<file path="src/core/cdt_pkg.sv">
package cdt_pkg;

	// ----------------------------------------------------------------
	// Register map (byte addresses, one aligned word each)
	// ----------------------------------------------------------------
	localparam logic [7:0] CDT_CTRL_ADDR = 8'h00;
	localparam logic [7:0] CDT_STAT_ADDR = 8'h04;
	localparam logic [7:0] CDT_RLD0_ADDR = 8'h10;
	localparam logic [7:0] CDT_CNT0_ADDR = 8'h14;
	localparam logic [7:0] CDT_RLD1_ADDR = 8'h18;
	localparam logic [7:0] CDT_CNT1_ADDR = 8'h1c;
	localparam logic [7:0] CDT_RLD2_ADDR = 8'h20;
	localparam logic [7:0] CDT_CNT2_ADDR = 8'h24;
	localparam logic [7:0] CDT_RLD3_ADDR = 8'h28;
	localparam logic [7:0] CDT_CNT3_ADDR = 8'h2c;

	// ----------------------------------------------------------------
	// Control register fields
	// ----------------------------------------------------------------
	localparam int CDT_EN0_BIT = 0;
	localparam int CDT_EN1_BIT = 1;
	localparam int CDT_EN23_BIT = 2;
	localparam int CDT_AR0_BIT = 4;
	localparam int CDT_AR1_BIT = 5;
	localparam int CDT_AR23_BIT = 6;
	localparam int CDT_CASC_BIT = 8;
	localparam int CDT_OUTSEL_BIT = 9;
	localparam logic [9:0] CDT_CTRL_RESET = 10'h000;
	localparam logic [7:0] CDT_REG_RESET = 8'h00;

	// ----------------------------------------------------------------
	// Status register fields (sticky zero flags, write one to clear)
	// ----------------------------------------------------------------
	localparam int CDT_ZF0_BIT = 0;
	localparam int CDT_ZF1_BIT = 1;
	localparam int CDT_ZF23_BIT = 2;

	// ----------------------------------------------------------------
	// Timing: 10 MHz clock, count tick prescale
	// ----------------------------------------------------------------
	localparam int CDT_CLK_HZ = 10000000;
	localparam int CDT_TICK_HZ = 10000000;
	localparam logic [7:0] CDT_PRESCALE = 8'((CDT_CLK_HZ / CDT_TICK_HZ) - 1);

	// AXI response codes.
	localparam logic [1:0] CDT_RESP_OKAY = 2'h0;
	localparam logic [1:0] CDT_RESP_SLVERR = 2'h2;

	// Register write request carried to the counters.
	typedef struct packed {
		logic wrCnt;
		logic wrRld;
		logic [7:0] data;
	} cdt_wr_t;

	// Counter state carried back.
	typedef struct packed {
		logic [7:0] cnt;
		logic [7:0] rld;
	} cdt_val_t;

endpackage : cdt_pkg

</file>
<file path="src/core/cdt_byte_timer.sv">
`timescale 1ns/1ps
// One 8-bit down-counter with its reload register.
module cdt_byte_timer (
	// Clock and reset
	input wire logic clock,
	input wire logic rstn,
	// Counting control
	input wire logic dec,
	input wire logic reload,
	// Software access
	input wire cdt_pkg::cdt_wr_t wr,
	output cdt_pkg::cdt_val_t val
);
	import cdt_pkg::*;

	logic [7:0] cnt_reg;
	logic [7:0] rld_reg;

	// Count register: software write beats reload and decrement.
	always_ff @(posedge clock or negedge rstn) begin
		if (!rstn) begin
			cnt_reg <= CDT_REG_RESET;
		end else if (wr.wrCnt) begin
			cnt_reg <= wr.data;
		end else if (reload) begin
			cnt_reg <= rld_reg;
		end else if (dec) begin
			cnt_reg <= cnt_reg - 8'h01;
		end
	end

	// Reload register holds only what software writes.
	always_ff @(posedge clock or negedge rstn) begin
		if (!rstn) begin
			rld_reg <= CDT_REG_RESET;
		end else if (wr.wrRld) begin
			rld_reg <= wr.data;
		end
	end

	assign val = '{cnt: cnt_reg, rld: rld_reg};

endmodule : cdt_byte_timer

</file>
<file path="src/core/cdt_timers.sv">
// Implementation choices: the AXI4-Lite register port and the address map.
`timescale 1ns/1ps
// Operation
// Timers one and two run independently 8-bit
// Optional cascade: second high, first low
// Third and fourth always one 16-bit
// Each timer: reload and count registers
// Enabled timer decrements until zero
// Zero raises that timer's interrupt
// No reload: stop, clear enable bit
// Reload: copy reload value, keep counting
// Written count continues from new value
// Changed reload used at next zero
// Software write beats decrementer write-back
// Hardware enable clear beats software write
// Reads never disturb timer operation
// Reset leaves all timers disabled
// Software avoids writes at zero crossing
// Timer registers used only for timing
// First timer output routable to pin
// Halt keeps timers counting
// Stop freezes timers, clock off
// Cascade borrows; terminal when both zero
// Synchronous tick enable, rising edge updates
module cdt_timers (
	// Clock and reset
	input wire logic clock,
	input wire logic rstn,
	// Power state
	input wire logic stopMode,
	// AXI4-Lite write address
	input wire logic [7:0] s_axi_awaddr,
	input wire logic s_axi_awvalid,
	output logic s_axi_awready,
	// AXI4-Lite write data
	input wire logic [31:0] s_axi_wdata,
	input wire logic [3:0] s_axi_wstrb,
	input wire logic s_axi_wvalid,
	output logic s_axi_wready,
	// AXI4-Lite write response
	output logic [1:0] s_axi_bresp,
	output logic s_axi_bvalid,
	input wire logic s_axi_bready,
	// AXI4-Lite read address
	input wire logic [7:0] s_axi_araddr,
	input wire logic s_axi_arvalid,
	output logic s_axi_arready,
	// AXI4-Lite read data
	output logic [31:0] s_axi_rdata,
	output logic [1:0] s_axi_rresp,
	output logic s_axi_rvalid,
	input wire logic s_axi_rready,
	// Timer events and pin output
	output logic [2:0] timerIrq,
	output logic timerOut,
	output logic timerOutSel
);
	import cdt_pkg::*;

	// ----------------------------------------------------------------
	// Bus slave
	// ----------------------------------------------------------------
	logic awHeld_reg;
	logic wHeld_reg;
	logic [7:0] awAddr_reg;
	logic [31:0] wData_reg;
	logic [3:0] wStrb_reg;
	logic bValid_reg;
	logic [1:0] bResp_reg;
	logic rValid_reg;
	logic [31:0] rData_reg;
	logic [1:0] rResp_reg;
	logic doWrite;
	logic wrLow;
	logic wrMapped;

	assign s_axi_awready = !awHeld_reg && !bValid_reg;
	assign s_axi_wready = !wHeld_reg && !bValid_reg;
	assign s_axi_bvalid = bValid_reg;
	assign s_axi_bresp = bResp_reg;
	assign s_axi_arready = !rValid_reg;
	assign s_axi_rvalid = rValid_reg;
	assign s_axi_rdata = rData_reg;
	assign s_axi_rresp = rResp_reg;
	assign doWrite = awHeld_reg && wHeld_reg;
	assign wrLow = doWrite && wStrb_reg[0];

	// Address and data may arrive in either order; both are held.
	always_ff @(posedge clock or negedge rstn) begin
		if (!rstn) begin
			awHeld_reg <= 1'b0;
			wHeld_reg <= 1'b0;
			awAddr_reg <= 8'h00;
			wData_reg <= 32'h0000_0000;
			wStrb_reg <= 4'h0;
		end else begin
			if (s_axi_awvalid && s_axi_awready) begin
				awHeld_reg <= 1'b1;
				awAddr_reg <= s_axi_awaddr;
			end else if (doWrite) begin
				awHeld_reg <= 1'b0;
			end
			if (s_axi_wvalid && s_axi_wready) begin
				wHeld_reg <= 1'b1;
				wData_reg <= s_axi_wdata;
				wStrb_reg <= s_axi_wstrb;
			end else if (doWrite) begin
				wHeld_reg <= 1'b0;
			end
		end
	end

	// Decode whether the write address is mapped.
	always_comb begin
		case (awAddr_reg)
			CDT_CTRL_ADDR, CDT_STAT_ADDR, CDT_RLD0_ADDR, CDT_CNT0_ADDR,
			CDT_RLD1_ADDR, CDT_CNT1_ADDR, CDT_RLD2_ADDR, CDT_CNT2_ADDR,
			CDT_RLD3_ADDR, CDT_CNT3_ADDR: wrMapped = 1'b1;
			default: wrMapped = 1'b0;
		endcase
	end

	// Write response one cycle after both halves are held.
	always_ff @(posedge clock or negedge rstn) begin
		if (!rstn) begin
			bValid_reg <= 1'b0;
			bResp_reg <= CDT_RESP_OKAY;
		end else if (doWrite) begin
			bValid_reg <= 1'b1;
			bResp_reg <= wrMapped ? CDT_RESP_OKAY : CDT_RESP_SLVERR;
		end else if (s_axi_bready) begin
			bValid_reg <= 1'b0;
		end
	end

	// ----------------------------------------------------------------
	// Control, status and tick
	// ----------------------------------------------------------------
	logic [9:0] ctrl_reg;
	logic [2:0] zflag_reg;
	logic [7:0] pre_reg;
	logic tick;
	logic [2:0] zeroEvt;
	logic [2:0] stopEvt;
	logic casc;
	cdt_wr_t wr [4];
	cdt_val_t val [4];

	assign casc = ctrl_reg[CDT_CASC_BIT];

	// Count enable pulse; frozen while the clock is stopped.
	always_ff @(posedge clock or negedge rstn) begin
		if (!rstn) begin
			pre_reg <= 8'h00;
		end else if (!stopMode) begin
			pre_reg <= (pre_reg == CDT_PRESCALE) ? 8'h00 : pre_reg + 8'h01;
		end
	end
	assign tick = !stopMode && (pre_reg == CDT_PRESCALE);

	// Control bits: hardware clear of an enable wins over software.
	always_ff @(posedge clock or negedge rstn) begin
		if (!rstn) begin
			ctrl_reg <= CDT_CTRL_RESET;
		end else begin
			if (wrLow && awAddr_reg == CDT_CTRL_ADDR) begin
				ctrl_reg <= {wData_reg[9:8], 1'b0, wData_reg[6:4], 1'b0, wData_reg[2:0]};
			end
			if (stopEvt[0]) begin
				ctrl_reg[CDT_EN0_BIT] <= 1'b0;
			end
			if (stopEvt[1]) begin
				ctrl_reg[CDT_EN1_BIT] <= 1'b0;
			end
			if (stopEvt[2]) begin
				ctrl_reg[CDT_EN23_BIT] <= 1'b0;
			end
		end
	end

	// Sticky zero flags; a new event wins over the clear.
	always_ff @(posedge clock or negedge rstn) begin
		if (!rstn) begin
			zflag_reg <= 3'h0;
		end else begin
			zflag_reg <= (zflag_reg & ~((wrLow && awAddr_reg == CDT_STAT_ADDR)
				? wData_reg[2:0] : 3'h0)) | zeroEvt;
		end
	end

	// ----------------------------------------------------------------
	// Counting
	// ----------------------------------------------------------------
	logic en0;
	logic en1;
	logic en23;
	logic z0;
	logic z1;
	logic z2;
	logic z3;
	logic [3:0] dec;
	logic [3:0] rel;

	assign en0 = ctrl_reg[CDT_EN0_BIT];
	assign en1 = casc ? ctrl_reg[CDT_EN0_BIT] : ctrl_reg[CDT_EN1_BIT];
	assign en23 = ctrl_reg[CDT_EN23_BIT];
	assign z0 = val[0].cnt == 8'h00;
	assign z1 = val[1].cnt == 8'h00;
	assign z2 = val[2].cnt == 8'h00;
	assign z3 = val[3].cnt == 8'h00;

	// Terminal events per channel: pair terminates only when both bytes are zero.
	always_comb begin
		zeroEvt = 3'h0;
		if (casc) begin
			zeroEvt[0] = tick && en0 && z0 && z1;
		end else begin
			zeroEvt[0] = tick && en0 && z0;
			zeroEvt[1] = tick && en1 && z1;
		end
		zeroEvt[2] = tick && en23 && z2 && z3;
		stopEvt[0] = zeroEvt[0] && !ctrl_reg[CDT_AR0_BIT];
		stopEvt[1] = zeroEvt[1] && !ctrl_reg[CDT_AR1_BIT];
		stopEvt[2] = zeroEvt[2] && !ctrl_reg[CDT_AR23_BIT];
	end

	// Decrement and reload strobes; low byte borrows from the high byte.
	always_comb begin
		rel[0] = zeroEvt[0] && ctrl_reg[CDT_AR0_BIT];
		rel[1] = casc ? rel[0] : (zeroEvt[1] && ctrl_reg[CDT_AR1_BIT]);
		rel[2] = zeroEvt[2] && ctrl_reg[CDT_AR23_BIT];
		rel[3] = rel[2];
		dec[0] = tick && en0 && !zeroEvt[0];
		dec[1] = casc ? (dec[0] && z0) : (tick && en1 && !zeroEvt[1]);
		dec[2] = tick && en23 && !zeroEvt[2];
		dec[3] = dec[2] && z2;
	end

	// Software writes to the counter registers, byte lane zero.
	always_comb begin
		for (int i = 0; i < 4; i++) begin
			wr[i].data = wData_reg[7:0];
			wr[i].wrRld = wrLow && (awAddr_reg == CDT_RLD0_ADDR + 8'(8 * i));
			wr[i].wrCnt = wrLow && (awAddr_reg == CDT_CNT0_ADDR + 8'(8 * i));
		end
	end

	for (genvar g = 0; g < 4; g++) begin : gTimer
		cdt_byte_timer uTimer (
			.clock(clock),
			.rstn(rstn),
			.dec(dec[g]),
			.reload(rel[g]),
			.wr(wr[g]),
			.val(val[g])
		);
	end

	// ----------------------------------------------------------------
	// Read path and outputs
	// ----------------------------------------------------------------
	// Reads only sample state, so timing is never disturbed.
	always_ff @(posedge clock or negedge rstn) begin
		if (!rstn) begin
			rValid_reg <= 1'b0;
			rData_reg <= 32'h0000_0000;
			rResp_reg <= CDT_RESP_OKAY;
		end else if (s_axi_arvalid && s_axi_arready) begin
			rValid_reg <= 1'b1;
			rResp_reg <= CDT_RESP_OKAY;
			case (s_axi_araddr)
				CDT_CTRL_ADDR: rData_reg <= {22'h0, ctrl_reg};
				CDT_STAT_ADDR: rData_reg <= {29'h0, zflag_reg};
				CDT_RLD0_ADDR: rData_reg <= {24'h0, val[0].rld};
				CDT_CNT0_ADDR: rData_reg <= {24'h0, val[0].cnt};
				CDT_RLD1_ADDR: rData_reg <= {24'h0, val[1].rld};
				CDT_CNT1_ADDR: rData_reg <= {24'h0, val[1].cnt};
				CDT_RLD2_ADDR: rData_reg <= {24'h0, val[2].rld};
				CDT_CNT2_ADDR: rData_reg <= {24'h0, val[2].cnt};
				CDT_RLD3_ADDR: rData_reg <= {24'h0, val[3].rld};
				CDT_CNT3_ADDR: rData_reg <= {24'h0, val[3].cnt};
				default: begin
					rData_reg <= 32'h0000_0000;
					rResp_reg <= CDT_RESP_SLVERR;
				end
			endcase
		end else if (s_axi_rready) begin
			rValid_reg <= 1'b0;
		end
	end

	// Interrupt pulses and the first timer's toggling pin output.
	always_ff @(posedge clock or negedge rstn) begin
		if (!rstn) begin
			timerIrq <= 3'h0;
			timerOut <= 1'b0;
		end else begin
			timerIrq <= zeroEvt;
			if (zeroEvt[0]) begin
				timerOut <= !timerOut;
			end
		end
	end
	assign timerOutSel = ctrl_reg[CDT_OUTSEL_BIT];

	// ----------------------------------------------------------------
	// Assertions
	// ----------------------------------------------------------------
	// Counting, control and bus checks.
	a_irq_follows_zero: assert property (@(posedge clock) disable iff (!rstn)
		zeroEvt[0] |=> timerIrq[0]) else $error("irq0 missing after zero");
	a_oneshot_clears_en: assert property (@(posedge clock) disable iff (!rstn)
		stopEvt[0] |=> !ctrl_reg[CDT_EN0_BIT]) else $error("en0 not cleared");
	a_enable_clear_wins: assert property (@(posedge clock) disable iff (!rstn)
		(stopEvt[2] && wrLow && awAddr_reg == CDT_CTRL_ADDR && wData_reg[2])
		|=> !ctrl_reg[CDT_EN23_BIT]) else $error("sw beat hw clear");
	a_reload_copies: assert property (@(posedge clock) disable iff (!rstn)
		(rel[0] && !wr[0].wrCnt) |=> val[0].cnt == $past(val[0].rld))
		else $error("reload value wrong");
	a_decrement_step: assert property (@(posedge clock) disable iff (!rstn)
		(dec[2] && !wr[2].wrCnt && !rel[2]) |=> val[2].cnt == $past(val[2].cnt) - 8'h01)
		else $error("decrement wrong");
	a_sw_write_wins: assert property (@(posedge clock) disable iff (!rstn)
		wr[1].wrCnt |=> val[1].cnt == $past(wData_reg[7:0]))
		else $error("sw count write lost");
	a_stop_freezes: assert property (@(posedge clock) disable iff (!rstn)
		(stopMode && !wr[3].wrCnt) |=> $stable(val[3].cnt)) else $error("count moved in stop");
	a_pair_terminal: assert property (@(posedge clock) disable iff (!rstn)
		timerIrq[2] |-> ($past(val[2].cnt) == 8'h00 && $past(val[3].cnt) == 8'h00))
		else $error("early pair terminal");
	a_cascade_borrow: assert property (@(posedge clock) disable iff (!rstn)
		(casc && dec[0] && z0 && !wr[1].wrCnt)
		|=> val[1].cnt == $past(val[1].cnt) - 8'h01) else $error("high byte borrow missing");
	a_cascade_hold: assert property (@(posedge clock) disable iff (!rstn)
		(casc && tick && en0 && !z0 && !wr[1].wrCnt)
		|=> $stable(val[1].cnt)) else $error("high byte moved early");
	a_read_answers: assert property (@(posedge clock) disable iff (!rstn)
		(s_axi_arvalid && s_axi_arready) |=> s_axi_rvalid) else $error("no read answer");

	// Cover points for the main scenarios.
	c_oneshot: cover property (@(posedge clock) disable iff (!rstn) stopEvt[0]);
	c_reload: cover property (@(posedge clock) disable iff (!rstn) rel[2]);
	c_cascade: cover property (@(posedge clock) disable iff (!rstn) casc && zeroEvt[0]);
	c_write_read: cover property (@(posedge clock) disable iff (!rstn) doWrite ##[1:8] rValid_reg);

endmodule : cdt_timers

</file>
<file path="config.mk">
export PLATFORM = sky130hd
export DESIGN_NAME = cdt_timers
export DESIGN_NICKNAME = d
export VERILOG_FILES = /design/src/core/cdt_pkg.sv /design/src/core/cdt_byte_timer.sv /design/src/core/cdt_timers.sv
export SDC_FILE = /design/constraint.sdc
export NUM_CORES = 1
export LEC_CHECK = 0
export BUFFER_PORTS_ARGS = -buffer_cell sky130_fd_sc_hd__clkbuf_2
export CORE_MARGIN = 3
export CORE_UTILIZATION = 45
export DETAILED_ROUTE_END_ITERATION = 8
export PLACE_DENSITY = 0.66
export SLEW_MARGIN = 20
export SYNTH_ARGS = -nofsm -noshare
export SYNTH_HDL_FRONTEND = slang
export SYNTH_SLANG_ARGS = --single-unit
</file>
<file path="constraint.sdc">
create_clock -name clock -period 8 [get_ports clock]
set_input_delay 0.8 -clock clock [delete_from_list [all_inputs] [get_ports clock]]
set_output_delay 0.8 -clock clock [all_outputs]
set_load 0.05 [all_outputs]
</file>
==> metrics.yaml <==
netSwitchingFraction_pct: 32.72
drt-total-wl_um: 18950
syn_area_um2: 6788
cts_tree: "built"
grt_max_degree: 79
leakagePower_nw: 3.400
slew_headroom_pct: 25.46
routed-via-count: 5725
fmaxAchievable_mhz: 297.4
worstPathArrival_ns: 3.67
io_pins: 106
cts_buffers: 17
drc: 0
ant_nets: 0
start_util_pct: 46.35
setup_viol: 0
p_int_w: 0.001522
drt_pass1_iterations: 6
portBuffers: 56
dpl_cell_area_um2: 7084
cap_viol_max_count: 0
die_w_um: 128.8
synth_top_family_by_area: "simple AND/OR/NAND/NOR gates"
vias_per_cell: 5.982
drt_iter0_markers: 411
ff2ff_setup_slack_ns: 4.64
setup-tns-final_ns: 0
track_usage_pct: 23.41
synth_fa_ha_area_share_pct: 1.659
wl_per_cell_um: 19.80
cts_setup_buffers: 0
antenna_found_initial: 3
final_nets: 829
htreeDepth: 4
grt_setup_unrepaired: "false"
seq_area_frac_synth_pct: 44.98
finalPower_w: 0.002263
layout_commonest_cell: "dfrtp_1"
fp.dieH_um: 128.8
cts.sinks: 122
report.final.slew_viol_count: 0
core_um2: 14640
final_cell_mix: "dfrtp_1 (122), nand2_1 (74), nor2_1 (60), clkbuf_2 (55), o21ai_0 (51)"
start_kind: "flip-flop"
fin_skew_ns: 0.01207
yosys.area_share.simple_pct: 17.57
cts_root_buf: "clkbuf_16"
ir_drop_mv: 0.2668
synth_edf_count: 0
finalCriticalPeriod_ns: 3.362
pre_cts_slack_ns: 4.400
ys_warn_count: 0
setup.worst_path.class: "flip-flop to flip-flop"
setup_slack_ns: 4.638
area_delta_synth_final_pct: 14.69
ys_types: 69
synthMuxAreaShare_pct: 9.825
powerDensity_nw_per_um2: 290.6
die_area_um2: 16590
synth_compound_area_share_pct: 17.44
cp.required_ns: 8.31
tightest_slew_ns: 1.108
power_frac_comb_pct: 19.1
r2r_cells: 7
clk_latency_ns: 0.42
fin_area_um2: 7785
ys.flop_type: "dfrtp_1"
synth-seq-cells: 122
place_congestion: 0.9858
min_path_type: "input pin to async pin"
avgSynthCellArea_um2: 9.427
clk_pin_slew_worst_paths_ns: 0.06
worst_setup_path_end_kind: "flip-flop"
p_seq_share_pct: 41.8
synth_xor_area_share_pct: 1.935
clock_path_buffers: 2
n_antenna_cell: 0
pwr-share-clk_pct: 39.1
synth_cells: 720
hpwl_um: 13550
drive_gt1_share_pct: 19.53
outcome: "finished, final reports clean"
grt_pass1_wl_um: 29770
finalHoldViolations: 0
holdWs_ns: 0.3754
cts-resized-gates: 0
rows: 44
grt_pass1_vias: 5355
fillers: 1325
async_flop_share_pct: 100.0
critPathMaxFanout: 9
grt-ovfl-total: 0
post-route-period-util_pct: 42.03
holdBufCountCts: 0
power_switching_w: 0.0007404
-- cell families (layout without fill, tap and decap cells) --
family | Yosys count | count (layout)
other cells | 1 | 24
fa+ha+maj | 9 | 9
simple gates | 242 | 242
xor+xnor | 15 | 15
mux | 57 | 57
flops | 122 | 122
compound gates | 183 | 183
buf+inv | 91 | 121
-- per-layer routing --
| metal | vias up | share of wire [%] | GRT usage (%) |
|---|---|---|---|
| met4 | 6 | 1.7 | 6.918 |
| li1 | 2641 | - | - |
| met3 | 31 | 7.9 | 7.430 |
| met5 | - | 0.19 | 0 |
| met1 | 2822 | 43 | 31.70 |
| met2 | 225 | 47 | 36.19 |
-- final timing paths --
kind	from	endpoint
min	rstn	pre_reg[1]
max in group asynchronous	rstn	gTimer[3].uTimer.cnt_reg[1]
max	pre_reg[0]	gTimer[0].uTimer.cnt_reg[3]
max reg2reg	pre_reg[0]	gTimer[0].uTimer.cnt_reg[3]
min reg2reg	timerOut	timerOut
min in group clock	timerOut	timerOut
-- critical path, stage by stage (launching register included) --
cell and delay (ns):
dfrtp_1 0.41, inv_1 0.12, ha_1 0.18, nor4b_1 0.79, nand3_1 0.48, o21ai_0 0.89
o22ai_1 0.15, a211oi_1 0.22
-- per-stage QoR --
step                utilization [%]  std cells
floorplan                         -        743
finish                        53.16        957
global placement              48.38        925
global route                  53.16        957
CTS                           53.06        957
detailed placement            48.38        925
-- cell usage after synthesis (all sizes together) (8+ instances only) --
| master | instances | area share [%] |
|---|---|---|
| a21oi | 33 | 2.4 |
| xnor2 | 11 | 1.4 |
| nor3 | 19 | 1.5 |
| nand2 | 74 | 4.1 |
| and3 | 8 | 0.74 |
| ha | 9 | 1.7 |
| a31oi | 10 | 0.92 |
| mux2 | 47 | 7.8 |
| buf | 35 | 3.4 |
| inv | 30 | 1.7 |
| a22oi | 15 | 1.7 |
| nor2 | 62 | 3.5 |
| clkbuf | 26 | 1.4 |
| and2 | 8 | 0.74 |
| dfrtp | 122 | 45 |
| nor2b | 8 | 0.74 |
| o21ai | 51 | 3.8 |
| o22ai | 14 | 1.3 |
| nand3 | 15 | 1.1 |
| a22o | 11 | 1.4 |
| nor4 | 10 | 0.92 |
-- area by class of cell --
class                   instances  area, µm²  share of cell area, %
flip-flops and latches        122       3053                  39.22
clock buffers                  21      470.5                  6.043
multi-input cells             530       3395                  43.60
repair buffers                 59      309.0                  3.970
clock inverters                11      215.2                  2.764
inverters                      30      112.6                  1.446
well taps                     184      230.2                  2.957
-- power by group through the flow --
stage                     combinational, W  clock (W)  sequential (W)
after detailed placement          0.000427          0        0.000949
final                             0.000432   0.000886        0.000946
after CTS                         0.000431   0.000895        0.000940
after global routing              0.000474   0.000928        0.000963
after global placement            0.000413          0        0.000941
after floorplan                   0.000354          0        0.000855
No activity file was read; power rests on OpenSTA's default activity.
